## config.mk

```make
export PLATFORM = sky130hd
export DESIGN_NAME = i2c_target_tx
export DESIGN_NICKNAME = d
export VERILOG_FILES = /design/src/inc/i2c_target_tx_pkg.sv /design/src/logic/i2c_bus_sense.sv /design/src/logic/i2c_target_tx.sv
export VERILOG_INCLUDE_DIRS = /design/src /design/src/inc
export SDC_FILE = /design/constraint.sdc
export NUM_CORES = 1
export LEC_CHECK = 0
export BUFFER_PORTS_ARGS = -buffer_cell sky130_fd_sc_hd__clkbuf_2
export CAP_MARGIN = 20
export CORE_MARGIN = 4
export CORE_UTILIZATION = 30
export CTS_BUF_LIST = sky130_fd_sc_hd__clkbuf_2
export CTS_CLUSTER_DIAMETER = 60
export DETAILED_ROUTE_END_ITERATION = 7
export REMOVE_ABC_BUFFERS = 1
export SYNTH_ARGS = -nofsm -noshare
export SYNTH_HDL_FRONTEND = slang
export SYNTH_SLANG_ARGS = --single-unit
```

## constraint.sdc

```tcl
create_clock -name clk_in -period 2.3 [get_ports clk_in]
set_input_delay 0.575 -clock clk_in [delete_from_list [all_inputs] [get_ports clk_in]]
set_output_delay 0.575 -clock clk_in [all_outputs]
set_load 0.05 [all_outputs]
```

## src/inc/i2c_target_tx_defines.svh

```systemverilog
// register offsets, field positions, reset values and status codes of the i2c target block
`ifndef I2C_TARGET_TX_DEFINES_SVH
`define I2C_TARGET_TX_DEFINES_SVH

`define I2CT_OFS_CTRL_SET 8'h00
`define I2CT_OFS_STATUS 8'h04
`define I2CT_OFS_SHIFT_BYTE 8'h08
`define I2CT_OFS_OWN_ADDR 8'h0c
`define I2CT_OFS_IRQ_STAT 8'h10
`define I2CT_OFS_IRQ_CLR 8'h14
`define I2CT_OFS_CTRL_CLR 8'h18
`define I2CT_OFS_IRQ_EN 8'h1c

`define I2CT_BIT_ACK_EN 2
`define I2CT_BIT_SI 3
`define I2CT_BIT_BEGIN 5

`define I2CT_IRQ_SI 0
`define I2CT_IRQ_EXIT 1
`define I2CT_IRQ_END 2
`define I2CT_IRQ_W 3

`define I2CT_RST_OWN_ADDR 8'h00
`define I2CT_RST_SHIFT_BYTE 8'h00
`define I2CT_RST_IRQ_EN 3'h0

`define I2CT_BITS_PER_BYTE 4'h8

`define I2CT_CODE_IDLE 8'hf8
`define I2CT_CODE_OWN_W 8'h60
`define I2CT_CODE_ARB_OWN_W 8'h68
`define I2CT_CODE_GC 8'h70
`define I2CT_CODE_ARB_GC 8'h78
`define I2CT_CODE_RX_ACK 8'h80
`define I2CT_CODE_RX_NACK 8'h88
`define I2CT_CODE_GC_ACK 8'h90
`define I2CT_CODE_GC_NACK 8'h98
`define I2CT_CODE_EXIT 8'ha0
`define I2CT_CODE_OWN_R 8'ha8
`define I2CT_CODE_ARB_OWN_R 8'hb0
`define I2CT_CODE_TX_ACK 8'hb8
`define I2CT_CODE_TX_NACK 8'hc0
`define I2CT_CODE_TX_LAST 8'hc8

`endif

```

## src/inc/i2c_target_tx_pkg.sv

```systemverilog
// types shared by the i2c target block and its bus sensing front end
package i2c_target_tx_pkg;

  typedef enum logic [3:0] {
    ST_NADDR = 4'h0,
    ST_ADDR = 4'h1,
    ST_A_ACK = 4'h2,
    ST_WAIT = 4'h3,
    ST_TX = 4'h4,
    ST_TX_ACK = 4'h5,
    ST_RX = 4'h6,
    ST_R_ACK = 4'h7
  } tgt_state_type;

  typedef struct packed {
    logic [1:0] sync1;
    logic [1:0] sync2;
    logic [1:0] prev;
    logic scl_rise;
    logic scl_fall;
    logic start;
    logic stop;
    logic sda_lvl;
  } sense_state_type;

  typedef struct packed {
    tgt_state_type st;
    logic [7:0] code;
    logic si;
    logic ack_en;
    logic begin_req;
    logic [7:0] shift_byte;
    logic [7:0] own_addr;
    logic [7:0] sh;
    logic [3:0] bitcnt;
    logic last;
    logic acked;
    logic is_gc;
    logic arb;
    logic busy;
    logic [2:0] irq_stat;
    logic [2:0] irq_en;
    logic [31:0] rdata;
    logic sda_oe;
    logic scl_oe;
    logic start_go;
    logic irq;
  } tgt_state_full_type;

endpackage

```

## src/logic/i2c_bus_sense.sv

```systemverilog
// synchroniser and start, stop and clock edge detector for the i2c pins
`timescale 1ns/1ps
`default_nettype none

module i2c_bus_sense
  import i2c_target_tx_pkg::*;
(
  input wire logic clk_in,
  input wire logic rst_in,
  input wire logic ce_in,
  input wire logic scl_pin_in,
  input wire logic sda_pin_in,
  output logic scl_rise_out,
  output logic scl_fall_out,
  output logic start_out,
  output logic stop_out,
  output logic sda_lvl_out
);

  sense_state_type q;
  sense_state_type nxt_q;

  // bit 1 is scl, bit 0 is sda; sync1 feeds only sync2
  always_comb begin
    nxt_q = q;
    nxt_q.sync1 = {scl_pin_in, sda_pin_in};
    nxt_q.sync2 = q.sync1;
    nxt_q.prev = q.sync2;
    nxt_q.scl_rise = q.sync2[1] & ~q.prev[1];
    nxt_q.scl_fall = ~q.sync2[1] & q.prev[1];
    nxt_q.start = q.sync2[1] & q.prev[1] & q.prev[0] & ~q.sync2[0];
    nxt_q.stop = q.sync2[1] & q.prev[1] & ~q.prev[0] & q.sync2[0];
    nxt_q.sda_lvl = q.sync2[0];
  end

  always_ff @(posedge clk_in or posedge rst_in) begin
    if (rst_in) begin
      q <= '{sync1: 2'h3, sync2: 2'h3, prev: 2'h3, sda_lvl: 1'b1, default: '0};
    end else if (ce_in) begin
      q <= nxt_q;
    end
  end

  assign scl_rise_out = q.scl_rise;
  assign scl_fall_out = q.scl_fall;
  assign start_out = q.start;
  assign stop_out = q.stop;
  assign sda_lvl_out = q.sda_lvl;

endmodule

`default_nettype wire

```

## src/logic/i2c_target_tx.sv

```systemverilog
// i2c target: address recognition, target transmit and receive, exit on stop or repeated start
// Function
// software sets own address and control before the target can answer.
// transmit mode entered only on own address with read direction bit one.
// own address plus read received sets interrupt flag and a valid code.
// code 0xa8 after own address plus read acknowledged.
// arbitration lost as initiator then read-addressed: acknowledge, code 0xb0.
// code 0xb8 after data byte sent and acknowledged by master.
// in 0xa8/0xb0/0xb8 software loads byte, clears flag; byte sent, ack sampled.
// byte loaded with ack enable low is the last; its ack still sampled.
// ack enable cleared: final byte sent, then code 0xc0 or 0xc8.
// after the last byte ignore master clocks, keep data line released.
// ack enable low: own address and general call ignored, bus still watched.
// stop or repeated start while addressed: code 0xa0, back to not addressed.
// general call byte not acknowledged: not addressed, whatever control says.
// not addressed with ack enable low: no address is recognised.
// ack enable high: own address recognised, general call when address bit 0 set.
// begin request on exit: not addressed first, then start once bus free.
// while the flag is set in a target state, hold the clock line low.
//
// Design decisions made here: the placing of the registers and the plain strobed port.
`timescale 1ns/1ps
`default_nettype none

`include "i2c_target_tx_defines.svh"

module i2c_target_tx
  import i2c_target_tx_pkg::*;
#(
  parameter int ADDR_W = 8,
  parameter int DATA_W = 32
) (
  input wire logic clk_in,
  input wire logic rst_in,
  input wire logic ce_in,
  input wire logic [ADDR_W-1:0] reg_addr_in,
  input wire logic [DATA_W-1:0] reg_wdata_in,
  input wire logic reg_wr_in,
  input wire logic reg_rd_in,
  output logic [DATA_W-1:0] reg_rdata_out,
  input wire logic arb_lost_in,
  input wire logic scl_in,
  output logic scl_out,
  output logic scl_oe_out,
  input wire logic sda_in,
  output logic sda_out,
  output logic sda_oe_out,
  output logic start_go_out,
  output logic irq_out
);

  tgt_state_full_type q;
  tgt_state_full_type nxt_q;

  logic scl_rise;
  logic scl_fall;
  logic bus_start;
  logic bus_stop;
  logic sda_lvl;

  i2c_bus_sense u_sense (
    .clk_in(clk_in),
    .rst_in(rst_in),
    .ce_in(ce_in),
    .scl_pin_in(scl_in),
    .sda_pin_in(sda_in),
    .scl_rise_out(scl_rise),
    .scl_fall_out(scl_fall),
    .start_out(bus_start),
    .stop_out(bus_stop),
    .sda_lvl_out(sda_lvl)
  );

  function automatic logic is_tx_code(input logic [7:0] c);
    is_tx_code = (c == `I2CT_CODE_OWN_R) || (c == `I2CT_CODE_ARB_OWN_R) ||
                 (c == `I2CT_CODE_TX_ACK);
  endfunction

  function automatic logic is_exit_code(input logic [7:0] c);
    is_exit_code = (c == `I2CT_CODE_TX_NACK) || (c == `I2CT_CODE_TX_LAST) ||
                   (c == `I2CT_CODE_RX_NACK) || (c == `I2CT_CODE_GC_NACK);
  endfunction

  always_comb begin
    logic match_own;
    logic match_gc;
    logic [3:0] nb;
    logic [7:0] shl;
    logic [2:0] ev;
    match_own = 1'b0;
    match_gc = 1'b0;
    nb = 4'h0;
    shl = 8'h00;
    ev = 3'h0;
    nxt_q = q;
    nxt_q.start_go = 1'b0;
    nxt_q.rdata = '0;

    // register reads: data stands the cycle after the strobe
    if (reg_rd_in) begin
      unique case (reg_addr_in)
        `I2CT_OFS_CTRL_SET: begin
          nxt_q.rdata[`I2CT_BIT_ACK_EN] = q.ack_en;
          nxt_q.rdata[`I2CT_BIT_SI] = q.si;
          nxt_q.rdata[`I2CT_BIT_BEGIN] = q.begin_req;
        end
        `I2CT_OFS_STATUS: nxt_q.rdata[7:0] = q.si ? q.code : `I2CT_CODE_IDLE;
        `I2CT_OFS_SHIFT_BYTE: nxt_q.rdata[7:0] = q.shift_byte;
        `I2CT_OFS_OWN_ADDR: nxt_q.rdata[7:0] = q.own_addr;
        `I2CT_OFS_IRQ_STAT: nxt_q.rdata[2:0] = q.irq_stat;
        `I2CT_OFS_IRQ_EN: nxt_q.rdata[2:0] = q.irq_en;
        default: nxt_q.rdata = '0;
      endcase
    end

    // register writes; hardware sets below override software clears
    if (reg_wr_in) begin
      unique case (reg_addr_in)
        `I2CT_OFS_CTRL_SET: begin
          if (reg_wdata_in[`I2CT_BIT_ACK_EN]) begin
            nxt_q.ack_en = 1'b1;
          end
          if (reg_wdata_in[`I2CT_BIT_BEGIN]) begin
            nxt_q.begin_req = 1'b1;
          end
        end
        `I2CT_OFS_CTRL_CLR: begin
          if (reg_wdata_in[`I2CT_BIT_ACK_EN]) begin
            nxt_q.ack_en = 1'b0;
          end
          if (reg_wdata_in[`I2CT_BIT_SI]) begin
            nxt_q.si = 1'b0;
          end
          if (reg_wdata_in[`I2CT_BIT_BEGIN]) begin
            nxt_q.begin_req = 1'b0;
          end
        end
        `I2CT_OFS_SHIFT_BYTE: nxt_q.shift_byte = reg_wdata_in[7:0];
        `I2CT_OFS_OWN_ADDR: nxt_q.own_addr = reg_wdata_in[7:0];
        `I2CT_OFS_IRQ_CLR: nxt_q.irq_stat = q.irq_stat & ~reg_wdata_in[2:0];
        `I2CT_OFS_IRQ_EN: nxt_q.irq_en = reg_wdata_in[2:0];
        default: ;
      endcase
    end

    if (arb_lost_in) begin
      nxt_q.arb = 1'b1;
    end
    if (bus_start) begin
      nxt_q.busy = 1'b1;
    end
    if (bus_stop) begin
      nxt_q.busy = 1'b0;
    end

    unique case (q.st)
      ST_NADDR: begin
        // bus stays monitored here even with ack enable low
        nxt_q.sda_oe = 1'b0;
        nxt_q.scl_oe = 1'b0;
        if (bus_start) begin
          nxt_q.st = ST_ADDR;
          nxt_q.bitcnt = 4'h0;
        end
      end
      ST_ADDR: begin
        if (bus_stop) begin
          nxt_q.st = ST_NADDR;
        end else if (bus_start) begin
          nxt_q.bitcnt = 4'h0;
        end else if (scl_rise && q.bitcnt != `I2CT_BITS_PER_BYTE) begin
          nxt_q.sh = {q.sh[6:0], sda_lvl};
          nxt_q.bitcnt = q.bitcnt + 4'h1;
        end else if (scl_fall && q.bitcnt == `I2CT_BITS_PER_BYTE) begin
          // a pending flag from an earlier exit also blocks recognition
          match_own = q.ack_en && !q.si && (q.sh[7:1] == q.own_addr[7:1]);
          match_gc = q.ack_en && !q.si && q.own_addr[0] && (q.sh == 8'h00);
          if (match_own || match_gc) begin
            nxt_q.sda_oe = 1'b1;
            nxt_q.st = ST_A_ACK;
            nxt_q.is_gc = match_gc;
            nxt_q.arb = arb_lost_in; // a loss in this very cycle must not be lost
            if (match_gc) begin
              nxt_q.code = q.arb ? `I2CT_CODE_ARB_GC : `I2CT_CODE_GC;
            end else if (q.sh[0]) begin
              nxt_q.code = q.arb ? `I2CT_CODE_ARB_OWN_R : `I2CT_CODE_OWN_R;
            end else begin
              nxt_q.code = q.arb ? `I2CT_CODE_ARB_OWN_W : `I2CT_CODE_OWN_W;
            end
          end else begin
            nxt_q.st = ST_NADDR;
          end
        end
      end
      ST_A_ACK: begin
        if (scl_fall) begin
          nxt_q.sda_oe = 1'b0;
          nxt_q.si = 1'b1;
          ev[`I2CT_IRQ_SI] = 1'b1;
          nxt_q.scl_oe = 1'b1;
          nxt_q.st = ST_WAIT;
        end
      end
      ST_WAIT: begin
        // the master is stalled on a low clock until software answers
        nxt_q.scl_oe = 1'b1;
        if (!q.si) begin
          nxt_q.scl_oe = 1'b0;
          nxt_q.bitcnt = 4'h0;
          if (is_tx_code(q.code)) begin
            nxt_q.sh = q.shift_byte;
            nxt_q.last = !q.ack_en;
            nxt_q.sda_oe = ~q.shift_byte[7];
            nxt_q.st = ST_TX;
          end else if (is_exit_code(q.code)) begin
            // control bits cannot keep the target addressed here
            nxt_q.st = ST_NADDR;
          end else begin
            nxt_q.st = ST_RX;
          end
        end
      end
      ST_TX: begin
        if (scl_fall) begin
          nb = q.bitcnt + 4'h1;
          shl = {q.sh[6:0], 1'b1};
          nxt_q.bitcnt = nb;
          nxt_q.sh = shl;
          if (nb == `I2CT_BITS_PER_BYTE) begin
            nxt_q.sda_oe = 1'b0;
            nxt_q.st = ST_TX_ACK;
          end else begin
            nxt_q.sda_oe = ~shl[7];
          end
        end
      end
      ST_TX_ACK: begin
        if (scl_rise) begin
          nxt_q.acked = ~sda_lvl;
        end
        if (scl_fall) begin
          if (!q.acked) begin
            nxt_q.code = `I2CT_CODE_TX_NACK;
            ev[`I2CT_IRQ_END] = 1'b1;
          end else if (q.last) begin
            nxt_q.code = `I2CT_CODE_TX_LAST;
            ev[`I2CT_IRQ_END] = 1'b1;
          end else begin
            nxt_q.code = `I2CT_CODE_TX_ACK;
          end
          nxt_q.si = 1'b1;
          ev[`I2CT_IRQ_SI] = 1'b1;
          nxt_q.scl_oe = 1'b1;
          nxt_q.st = ST_WAIT;
        end
      end
      ST_RX: begin
        if (scl_rise && q.bitcnt != `I2CT_BITS_PER_BYTE) begin
          nxt_q.sh = {q.sh[6:0], sda_lvl};
          nxt_q.bitcnt = q.bitcnt + 4'h1;
        end else if (scl_fall && q.bitcnt == `I2CT_BITS_PER_BYTE) begin
          nxt_q.shift_byte = q.sh;
          nxt_q.acked = q.ack_en;
          nxt_q.sda_oe = q.ack_en;
          nxt_q.st = ST_R_ACK;
        end
      end
      ST_R_ACK: begin
        if (scl_fall) begin
          nxt_q.sda_oe = 1'b0;
          if (q.is_gc) begin
            nxt_q.code = q.acked ? `I2CT_CODE_GC_ACK : `I2CT_CODE_GC_NACK;
          end else begin
            nxt_q.code = q.acked ? `I2CT_CODE_RX_ACK : `I2CT_CODE_RX_NACK;
          end
          if (!q.acked) begin
            ev[`I2CT_IRQ_END] = 1'b1;
          end
          nxt_q.si = 1'b1;
          ev[`I2CT_IRQ_SI] = 1'b1;
          nxt_q.scl_oe = 1'b1;
          nxt_q.st = ST_WAIT;
        end
      end
      default: begin
        nxt_q.st = ST_NADDR;
        nxt_q.sda_oe = 1'b0;
        nxt_q.scl_oe = 1'b0;
      end
    endcase

    // stop or repeated start while addressed ends the session
    if ((bus_start || bus_stop) && q.st != ST_NADDR && q.st != ST_ADDR) begin
      nxt_q.code = `I2CT_CODE_EXIT;
      nxt_q.si = 1'b1;
      ev[`I2CT_IRQ_SI] = 1'b1;
      ev[`I2CT_IRQ_EXIT] = 1'b1;
      nxt_q.sda_oe = 1'b0;
      nxt_q.scl_oe = 1'b0;
      nxt_q.bitcnt = 4'h0;
      nxt_q.st = bus_start ? ST_ADDR : ST_NADDR;
    end

    // start request waits for not-addressed mode and a free bus
    if (q.begin_req && q.st == ST_NADDR && !q.si && !q.busy && !bus_start) begin
      nxt_q.start_go = 1'b1;
      nxt_q.begin_req = 1'b0;
    end

    nxt_q.irq_stat = nxt_q.irq_stat | ev;
    nxt_q.irq = |(nxt_q.irq_stat & nxt_q.irq_en);
  end

  always_ff @(posedge clk_in or posedge rst_in) begin
    if (rst_in) begin
      q <= '{
        st: ST_NADDR,
        code: `I2CT_CODE_IDLE,
        shift_byte: `I2CT_RST_SHIFT_BYTE,
        own_addr: `I2CT_RST_OWN_ADDR,
        irq_en: `I2CT_RST_IRQ_EN,
        default: '0
      };
    end else if (ce_in) begin
      q <= nxt_q;
    end
  end

  // open-drain pins only ever pull low, so the driven level is a constant zero
  always_ff @(posedge clk_in or posedge rst_in) begin
    if (rst_in) begin
      scl_out <= 1'b0;
      sda_out <= 1'b0;
    end else if (ce_in) begin
      scl_out <= 1'b0;
      sda_out <= 1'b0;
    end
  end

  assign reg_rdata_out = q.rdata[DATA_W-1:0];
  assign scl_oe_out = q.scl_oe;
  assign sda_oe_out = q.sda_oe;
  assign start_go_out = q.start_go;
  assign irq_out = q.irq;

endmodule

`default_nettype wire

```

==> flow_summary_export.csv, run 1 <==
group,metric,value,unit
route,viasPerCell,5.44,
cells_and_area,final_cell_area,0.00508,mm²
critical_path,critPathLaunchType,"register",
job,maxCapViolCount,0,
critical_path,endpoint_kind,"register",
global_routing,grt_usage,0.142,
status,outcome,"complete, no violations",
clock_network,clkLatencyLatePin,0.54,ns
synthesis,syn_inst,493,
die,die_width,132,µm
global_routing,grt_max_degree,73,
critical_path,ff2ff_setup_slack,0.11,ns
synthesis,yosysWarnings,0,
route,drtAntennaViolNets,0,
sta,setup_violations,0,
die,rows,44,
route,num_vias,3951,
cells_and_area,drive_gt1_frac,0.274,
synthesis,async_flop_share,1.00,
sta,fin_setup_tns,0,ns
sta,final_hold_viol_count,0,
pwr,p_leak,0.00224,µW
sta,finalCriticalPeriod,2.19,ns
clock_network,clockRootBuffer,"clkbuf_2",
die,die_y,132,µm
critical_path,worstRegToRegCells,7,
clock_network,clock-sinks,72,
sta,rsz0062_at_grt,"true",
synthesis,syn_avg_cell_area,9.29,µm²
critical_path,cp.required,2.77,ns
clock_network,h-tree-depth,3,
critical_path,cp_data_arrival_time,2.66,ns
cells_and_area,area_growth,10.9,%
sta,worst_slew_pin_slew,0.526,ns
synthesis,ys_ff_latch,72,
die,coreArea,0.0148,mm²
global_routing,first_global_vias,3793,
pwr,power_per_cell_area,829,mW/mm²
clock_network,cts_tree,"yes",
synthesis,synth_cell_types,67,
critical_path,r2r-end,"q[86]$_DFFE_PP0P_",
die,dieArea,0.0173,mm²
die,ioPinCount,86,
critical_path,slowest_stage,"dfrtp_1",
placed_design,place_congestion,0.898,
pwr,peakVddDrop,0.302,mV
critical_path,r2r-start,"q[88]$_DFFE_PP0P_",
global_routing,grt_pass1_wl,20200,µm
clock_network,cts_hold_buf,0,
route,drcViolationCount,0,
placed_design,port-buffer-count,35,
clock_network,path_clk_slew,0.22,ns
critical_path,cp_num_buf_inv,1,
route,drt_first_pass_iters,6,
sta,finalClockSkew,0.0403,ns
synthesis,yosysSeqAreaShare,0.397,
critical_path,path_cells,"buf_4, or2_1, or3_1, nand4_1, a211o_1, o21ai_0, a221o_1",
clock_network,clockBufferDepth,2,
synthesis,synth_area,0.00458,mm²
route,routedWlPerCell,17.0,µm
global_routing,grt_remaining_overflow,0,
placed_design,place_area,0.00496,mm²
critical_path,critical_path.top_delay_family,"simple AND/OR/NAND/NOR gates",
sta,fmax,0.457,GHz
route,drt_iter0_markers,326,
critical_path,critPathKind,"reg2reg",
placed_design,dp_hpwl,9340,µm
worst_hold_path,hp-class,"in2async",
cells_and_area,nets,587,
route,wirelength,12300,µm
synthesis,yosys_most_used_dff,"dfrtp_1",
sta,slew_headroom,0.650,
die,start_util,0.310,
synthesis,synth_edf_count,0,
clock_network,numCtsBuffers,9,
critical_path,critPathMaxStageDelay,0.47,ns
critical_path,cp_max_fo,8,
global_routing,antenna_found_initial,1,
sta,timing.final.crit_share,0.952,
sta,slew_viol_final,0,
## through the flow
stage | total power [µW] | utilization | std cells | hold slack, ns | worst slack [ns]
6_report | 4210 | 0.344 | 726 | 0.0472 | 0.110
5_1_grt | 4490 | 0.344 | 726 | 0.0667 | -0.0448
4_1_cts | 4180 | 0.342 | 724 | 0.0403 | 0.123
3_5_place_dp | 3570 | 0.336 | 708 | 0.473 | 0.0937
3_3_place_gp | 3540 | 0.336 | 708 | 0.474 | 0.107
2_1_floorplan | 2910 | - | 449 | 0.456 | -0.0817
## final cells by class
| cell class | instances | area (µm²) |
|---|---|---|
| multi-input cells | 362 | 2390 |
| clock inverters | 6 | 36.3 |
| flip-flops and latches | 72 | 1820 |
| fillers | 1537 | 9680 |
| clock buffers | 10 | 50.0 |
| well taps | 184 | 230 |
| diodes | 1 | 2.50 |
| repair buffers | 76 | 495 |
| inverters | 15 | 56.3 |
## cells by family after synthesis
family,synth area share
AOI/OAI and AO/OA,0.200
xor gates and xnor gates,0.0172
adders and majority gates,0.00820
buffers and inverters,0.106
DFF,0.397
muxes,0.105
other,0.000819
and+or+nand+nor,0.166
## layout by cell type, fill, tap and decap left out, types with 4 or more instances in the layout
cell       count
a21oi_1       36
a22o_1         9
a22oi_1        7
a31oi_1        6
and2_1         8
buf_4         40
clkbuf_2      45
conb_1        26
dfrtp_1       60
dfstp_2       11
inv_1         13
mux2_2        28
mux2_4         4
mux2i_1        6
nand2_1       29
nand2b_1       5
nand3_1       10
nand4_1        9
nand4b_1       6
nor2_1        39
nor2b_1        7
nor3_1         4
nor3b_1        5
o21ai_0       33
o22ai_1       12
o2bb2ai_1      7
o31ai_1        4
xnor2_1        8
## metal layers
layer  vias up  GRT usage  share of wire
met5         -          0              0
met1      1963      0.193           0.45
met4         0     0.0566          0.019
li1       1825          -              -
met2       145      0.229           0.48
met3        18     0.0191          0.056
## synth_stat cells, types with 4 or more instances
master	instances	area, µm²
o22ai_1	12	75.1
a21oi_1	36	180
clkbuf_1	21	78.8
and2_1	8	50.1
xnor2_1	8	70.1
nand2b_1	6	37.5
mux2_4	4	60.1
dfrtp_1	61	1530
o2bb2ai_1	7	61.3
nor2_1	39	146
mux2_2	28	315
nor3b_1	5	37.5
nand2_1	29	109
mux2i_1	6	60.1
dfstp_2	11	289
nand4b_1	6	52.6
inv_1	14	52.6
nor2b_1	8	50.1
buf_2	7	35.0
o21ai_0	34	170
nand4_1	9	56.3
nand3_1	10	50.1
a22o_1	9	78.8
nor3_1	4	20.0
a22oi_1	7	52.6
buf_4	37	278
o31ai_1	4	30.0
a31oi_1	6	37.5
## sequential cells by signal (all words and copies together), names as in the netlist
register,count
u_sense.nxt_q,4
u_sense.scl_rise_out,1
scl_oe_out,1
u_sense.scl_fall_out,1
q,50
irq_out,1
u_sense.stop_out,1
u_sense.q,2
sda_oe_out,1
start_go_out,1
u_sense.start_out,1
reg_rdata_out,8
## what timing repair did
item | CTS | global route
endpoints found under the setup margin | 0 | 9
resized for setup | 0 | 6
buffers inserted | 0 | 1
## how the worst max path moves through the flow
stage                       from                      to  slack (ns)  cells past startpoint
6_report       q[88]$_DFFE_PP0P_       q[86]$_DFFE_PP0P_        0.11                      7
5_1_grt        q[47]$_DFFE_PP0P_  sda_oe_out$_DFFE_PP0P_       -0.04                      9
4_1_cts        q[88]$_DFFE_PP0P_       q[75]$_DFFE_PP0P_        0.12                      8
3_5_place_dp   q[48]$_DFFE_PP0P_       q[88]$_DFFE_PP0P_        0.09                      7
3_3_place_gp   q[48]$_DFFE_PP0P_       q[88]$_DFFE_PP0P_        0.11                      7
2_1_floorplan             rst_in     irq_out$_DFFE_PP0P_       -0.08                      1
## power breakdown
part / internal [µW] / switching, µW
logic: 777 / 1110
clock network: 138 / 470
registers: 1490 / 220
## worst min-delay path, stage by stage
cell	delay, ns
clkbuf_2	0.09
inv_2	0.06
buf_12	0.31
Power figures use the tool's default switching activity.
==> run 2: changes to the inputs <==
Settings changed: CORE_UTILIZATION 30 to 40.
==> run 2 against run 1 <==
Compared with the run above:
- maximum frequency barely moved
- clock power rose by 3.6%
- register-to-register slack barely moved
- clock-buffer cell count did not move
- worst setup slack improved by 0.0017 ns
- die area fell by 24%
- critical path type unchanged
- critical endpoint unchanged
- largest cell class unchanged
==> flow_summary_export.csv, run 2 (synthesis results as in run 1) <==
group,metric,value,unit
placed_design,port-buffer-count,35,
route,wirelength,12400,µm
clock_network,clockRootBuffer,"clkbuf_2",
cells_and_area,drive_gt1_frac,0.280,
die,dieArea,0.0132,mm²
sta,rsz0062_at_grt,"false",
cells_and_area,largest_reg_flops,50,
critical_path,critPathLaunchType,"register",
placed_design,dp_slack,0.0654,ns
critical_path,cp_max_fo,7,
cells_and_area,regMostFlops,"q",
sta,fin_ws,0.112,ns
clock_network,numCtsBuffers,9,
critical_path,worstRegToRegCells,8,
clock_network,clockBufferDepth,2,
cells_and_area,area_growth,10.4,%
die,coreArea,0.0110,mm²
status,outcome,"complete, no violations",
clock_network,h-tree-depth,3,
cells_and_area,instances_no_fill,683,
critical_path,cp_data_arrival_time,2.66,ns
global_routing,first_global_vias,3691,
sta,finalCriticalPeriod,2.19,ns
pwr,p_leak,0.00226,µW
sta,worst_slew_pin_slew,0.550,ns
placed_design,place_area,0.00493,mm²
die,rows,38,
route,routedWlPerCell,18.1,µm
critical_path,cp.required,2.77,ns
global_routing,grt_max_degree,29,
pwr,power_per_cell_area,842,mW/mm²
sta,slew_headroom,0.633,
sta,final_hold_viol_count,0,
route,drcViolationCount,0,
pwr,peakVddDrop,0.353,mV
cells_and_area,final_common_cell,"dfrtp_1",
placed_design,dp_hpwl,9330,µm
critical_path,ff2ff_setup_slack,0.11,ns
route,drt_first_pass_iters,5,
cells_and_area,antenna_cells,0,
critical_path,r2r-end,"q[86]$_DFFE_PP0P_",
global_routing,grt_usage,0.194,
worst_hold_path,hp-class,"in2async",
die,start_util,0.415,
critical_path,r2r-start,"q[47]$_DFFE_PP0P_",
sta,finalClockSkew,0.0452,ns
placed_design,placedCellCount,666,
die,ioPinCount,86,
clock_network,cts_hold_buf,0,
route,num_vias,3927,
sta,timing.final.crit_share,0.951,
placed_design,place_congestion,0.916,
route,drtAntennaViolNets,0,
sta,fmax,0.457,GHz
clock_network,clkLatencyLatePin,0.54,ns
cells_and_area,layout_common_cells,"dfrtp_1, clkbuf_2, buf_4",
critical_path,critPathKind,"reg2reg",
critical_path,endpoint_kind,"register",
global_routing,grt_pass1_wl,20000,µm
clock_network,cts_tree,"yes",
route,viasPerCell,5.75,
global_routing,grt_remaining_overflow,0,
clock_network,clock-sinks,72,
cells_and_area,nets,589,
route,drt_iter0_markers,348,
die,die_width,115,µm
die,die_y,115,µm
sta,slew_viol_final,0,
job,maxCapViolCount,0,
cells_and_area,final_cell_area,0.00505,mm²
global_routing,antenna_found_initial,0,
sta,setup_violations,0,
clock_network,path_clk_slew,0.24,ns
pwr,power,4260,µW
[run 2: area by class of cell]
cell class,count,area (µm²)
well taps,140,175
repair buffers,78,523
fillers,1088,5980
multi-input cells,362,2400
clock buffers,10,50.0
flip-flops and latches,72,1820
clock inverters,6,36.3
inverters,15,56.3
[run 2: stage by stage]
stage / util / TNS [ns] / hold slack [ns]
global placement: 0.447 / 0 / 0.476
detailed placement: 0.447 / 0 / 0.477
CTS: 0.455 / 0 / 0.0183
floorplan: - / -4.98 / 0.456
finish: 0.458 / 0 / 0.0183
global route: 0.458 / 0 / 0.0277
[run 2: worst max path at each step]
stage / from / endpoint / slack (ns) / cells past startpoint
floorplan: rst_in / irq_out$_DFFE_PP0P_ / -0.08 / 1
global placement: q[48]$_DFFE_PP0P_ / q[86]$_DFFE_PP0P_ / 0.16 / 8
detailed placement: q[48]$_DFFE_PP0P_ / q[88]$_DFFE_PP0P_ / 0.07 / 8
CTS: q[47]$_DFFE_PP0P_ / q[88]$_DFFE_PP0P_ / 0.06 / 8
global route: q[87]$_DFFE_PP0P_ / q[86]$_DFFE_PP0P_ / 0.01 / 7
finish: q[47]$_DFFE_PP0P_ / q[86]$_DFFE_PP0P_ / 0.11 / 8
[run 2: metal layers]
metal | wire [µm] | global-route usage | share of wire
met4 | 292 | 0.0704 | 0.024
met5 | 0 | 0 | 0
met2 | 5720 | 0.296 | 0.46
met1 | 5580 | 0.279 | 0.45
met3 | 763 | 0.0326 | 0.062
[run 2: worst max-delay path: stages, from the launching register on]
cell	delay, ns
dfrtp_1	0.44
inv_2	0.09
ha_4	0.14
nand4b_1	0.12
a222oi_1	0.38
buf_4	0.18
nor2_1	0.04
a211o_1	0.37
a221o_1	0.34
[run 2: repair_timing]
action                                  CTS  global route
endpoints found under the setup margin    0            18
endpoints found under the hold margin     0             0
setup buffers                             0             1
resized for setup                         0             8
[run 2: report_power, final]
part | internal (µW) | switching, µW
Clock | 143 | 487
Sequential | 1490 | 215
Combinational | 792 | 1130
Total | 2420 | 1830
==> run 3: changes to the inputs <==
Settings changed: SYNTH_HIERARCHICAL set to 1.
==> run 3 against run 2 <==
Compared with the run above:
- cell count is 0.44% lower
- global-route usage fell by 0.47 points
- clock power is 3% lower
- clock skew up 0.0019 ns
- combinational power fell by 11%
- maximum frequency decreased by 0.84%
- non-clock buffer count did not move
- critical endpoint is now q[85]$_DFFE_PP1P_
- largest power group is now registers
- highest routed layer unchanged
==> flow_summary_export.csv, run 3 <==
group,metric,value,unit
status,outcome,"complete, no violations",
critical_path,cp.required,2.79,ns
cells_and_area,regMostFlops,"q",
sta,fmax,0.453,GHz
worst_hold_path,holdPathStages,2,
sta,timing.final.crit_share,0.959,
synthesis,synth_cell_types,73,
cells_and_area,final_core_util,0.459,
global_routing,grt_remaining_overflow,0,
clock_network,cts_tree,"yes",
sta,slew_headroom,0.601,
synthesis,yosys_most_used_dff,"dfrtp_1",
critical_path,cp_max_fo,16,
critical_path,cp_num_cells,5,
sta,rsz0062_at_grt,"false",
die,dieArea,0.0130,mm²
route,routedWlPerCell,17.8,µm
critical_path,slowest_stage,"dfrtp_2",
synthesis,syn_avg_cell_area,9.41,µm²
synthesis,ys_ff_latch,72,
cells_and_area,area_growth,11.6,%
critical_path,path_cells,"buf_4, or3b_2, a21o_1, o211ai_1, mux2_2",
route,drcViolationCount,0,
critical_path,worstRegToRegCells,5,
sta,slew_viol_final,0,
critical_path,endpoint_kind,"register",
job,maxCapViolCount,0,
die,ioPinCount,86,
clock_network,cts_setup_buffers,0,
sta,worst_slew_pin_slew,0.596,ns
sta,fin_hold_ws,0.284,ns
placed_design,dp_hpwl,8950,µm
clock_network,clockRootBuffer,"clkbuf_2",
synthesis,yosysWarnings,6,
cells_and_area,nets,586,
critical_path,critPathMaxStageDelay,0.57,ns
sta,final_hold_viol_count,0,
sta,fin_setup_tns,0,ns
cells_and_area,layout_common_cells,"dfrtp_1, clkbuf_2, buf_4",
critical_path,critical_path.top_delay_family,"flip-flops",
placed_design,port-buffer-count,35,
global_routing,antenna_found_initial,0,
critical_path,critPathLaunchType,"register",
die,start_util,0.411,
global_routing,grt_max_degree,44,
placed_design,place_area,0.00490,mm²
route,wirelength,12100,µm
cells_and_area,final_common_cell,"dfrtp_1",
cells_and_area,final_cell_area,0.00502,mm²
clock_network,clockBufferDepth,2,
synthesis,syn_inst,478,
cells_and_area,largest_reg_flops,50,
cells_and_area,antenna_cells,0,
critical_path,critPathKind,"reg2reg",
synthesis,async_flop_share,1.00,
route,drtAntennaViolNets,0,
route,num_vias,3835,
synthesis,netlist_top_cells_area,"dfrtp_1, mux2_2, dfstp_2",
global_routing,grt_usage,0.190,
die,rows,38,
synthesis,synthTopCellsByCount,"dfrtp_1, nor2_1, nand2_1",
synthesis,yosys.area.top_type,"dfrtp_1",
critical_path,cp_num_buf_inv,1,
clock_network,clock-sinks,72,
placed_design,place_congestion,0.931,
die,die_width,114,µm
placed_design,dp_slack,-0.0323,ns
synthesis,synth_top_area_frac,0.339,
critical_path,cp_data_arrival_time,2.70,ns
sta,finalClockSkew,0.0470,ns
sta,fin_ws,0.0936,ns
synthesis,synth_edf_count,0,
die,die_y,114,µm
global_routing,first_global_vias,3745,
route,drt_first_pass_iters,7,
clock_network,path_clk_slew,0.23,ns
pwr,p_leak,0.00224,µW
global_routing,grt_pass1_wl,19400,µm
clock_network,h-tree-depth,3,
pwr,peakVddDrop,0.386,mV
route,viasPerCell,5.64,
synthesis,synth_area,0.00450,mm²
die,coreArea,0.0109,mm²
synthesis,synth_most_common_cell,"dfrtp_1",
sta,finalCriticalPeriod,2.21,ns
worst_hold_path,hp-class,"in2reg",
sta,setup_violations,0,
pwr,power_per_cell_area,821,mW/mm²
cells_and_area,drive_gt1_frac,0.293,
synthesis,yosysSeqAreaShare,0.404,
clock_network,numCtsBuffers,9,
route,drt_iter0_markers,270,
clock_network,clkLatencyLatePin,0.55,ns
run 3: cell types whose count changed in the layout (fill, tap and decap cells not counted), sizes merged, moves of 5 or more:
cell	before	now
o21ai	36	21
nand2	29	38
nand4b	6	1
and2	8	3
nor3b	5	0
run 3: worst paths after layout:
path | startpoint | endpoint | slack [ns]
setup / recovery | q[88]$_DFFE_PP0P_ | q[85]$_DFFE_PP1P_ | 0.09
hold / removal | reg_wdata_in[4] | q[63]$_DFFE_PP0P_ | 0.28
setup reg to reg | q[88]$_DFFE_PP0P_ | q[85]$_DFFE_PP1P_ | 0.09
hold reg to reg | u_sense/q[6]$_DFFE_PP1P_ | u_sense/q[6]$_DFFE_PP1P_ | 0.51
max in group asynchronous | rst_in | q[83]$_DFFE_PP1P_ | 1.06
min in group asynchronous | rst_in | u_sense/start_out$_DFFE_PP0P_ | 0.54
run 3: layout make-up:
class,instances,area (µm²)
sequential,72,1820
fill,1069,5920
clock inverter,5,25.0
multi-input combinational,356,2360
tap,140,175
timing repair buffer,78,513
clock buffer,11,55.1
inverter,18,67.6
run 3: worst reg2reg max path, delay by kind of cell (launching register included):
kind,cells,cell delay [ns]
compound gates,2,0.49
simple gates,1,0.49
buf+inv,1,0.19
mux,1,0.41
flops,1,0.57
run 3: timing repair:
action | 4_1_cts | 5_1_grt
hold endpoints to repair | 4 | 0
resized for setup | 0 | 10
setup endpoints to repair | 0 | 10
hold buffers | 1 | 0
run 3: cell families after synthesis:
group                    share of synthesized area
AND/OR/NAND/NOR                              0.168
AO/OA/AOI/OAI                                0.209
buffers and inverters                       0.0960
flip-flops                                   0.404
multiplexers                                0.0985
XOR/XNOR                                    0.0156
adder cells (fa/ha/maj)                    0.00835
other                                     0.000834
run 3: power breakdown:
group	switching (µW)	internal [µW]	total, µW
logic	989	719	1710
registers	289	1510	1800
clock network	474	140	614
run 3: metrics by stage:
step                cells  power, µW
finish                680       4120
floorplan             446       2850
CTS                   680       4090
detailed placement    663       3470
global route          680       4390
global placement      663       3420
run 3: metal layers:
metal / track usage / routed length, µm / vias to the layer above
met3: 0.0366 / 620 / 24
met4: 0.0586 / 254 / 0
met1: 0.261 / 5530 / 1878
li1: - / - / 1802
met2: 0.303 / 5720 / 131
met5: 0 / 0 / -
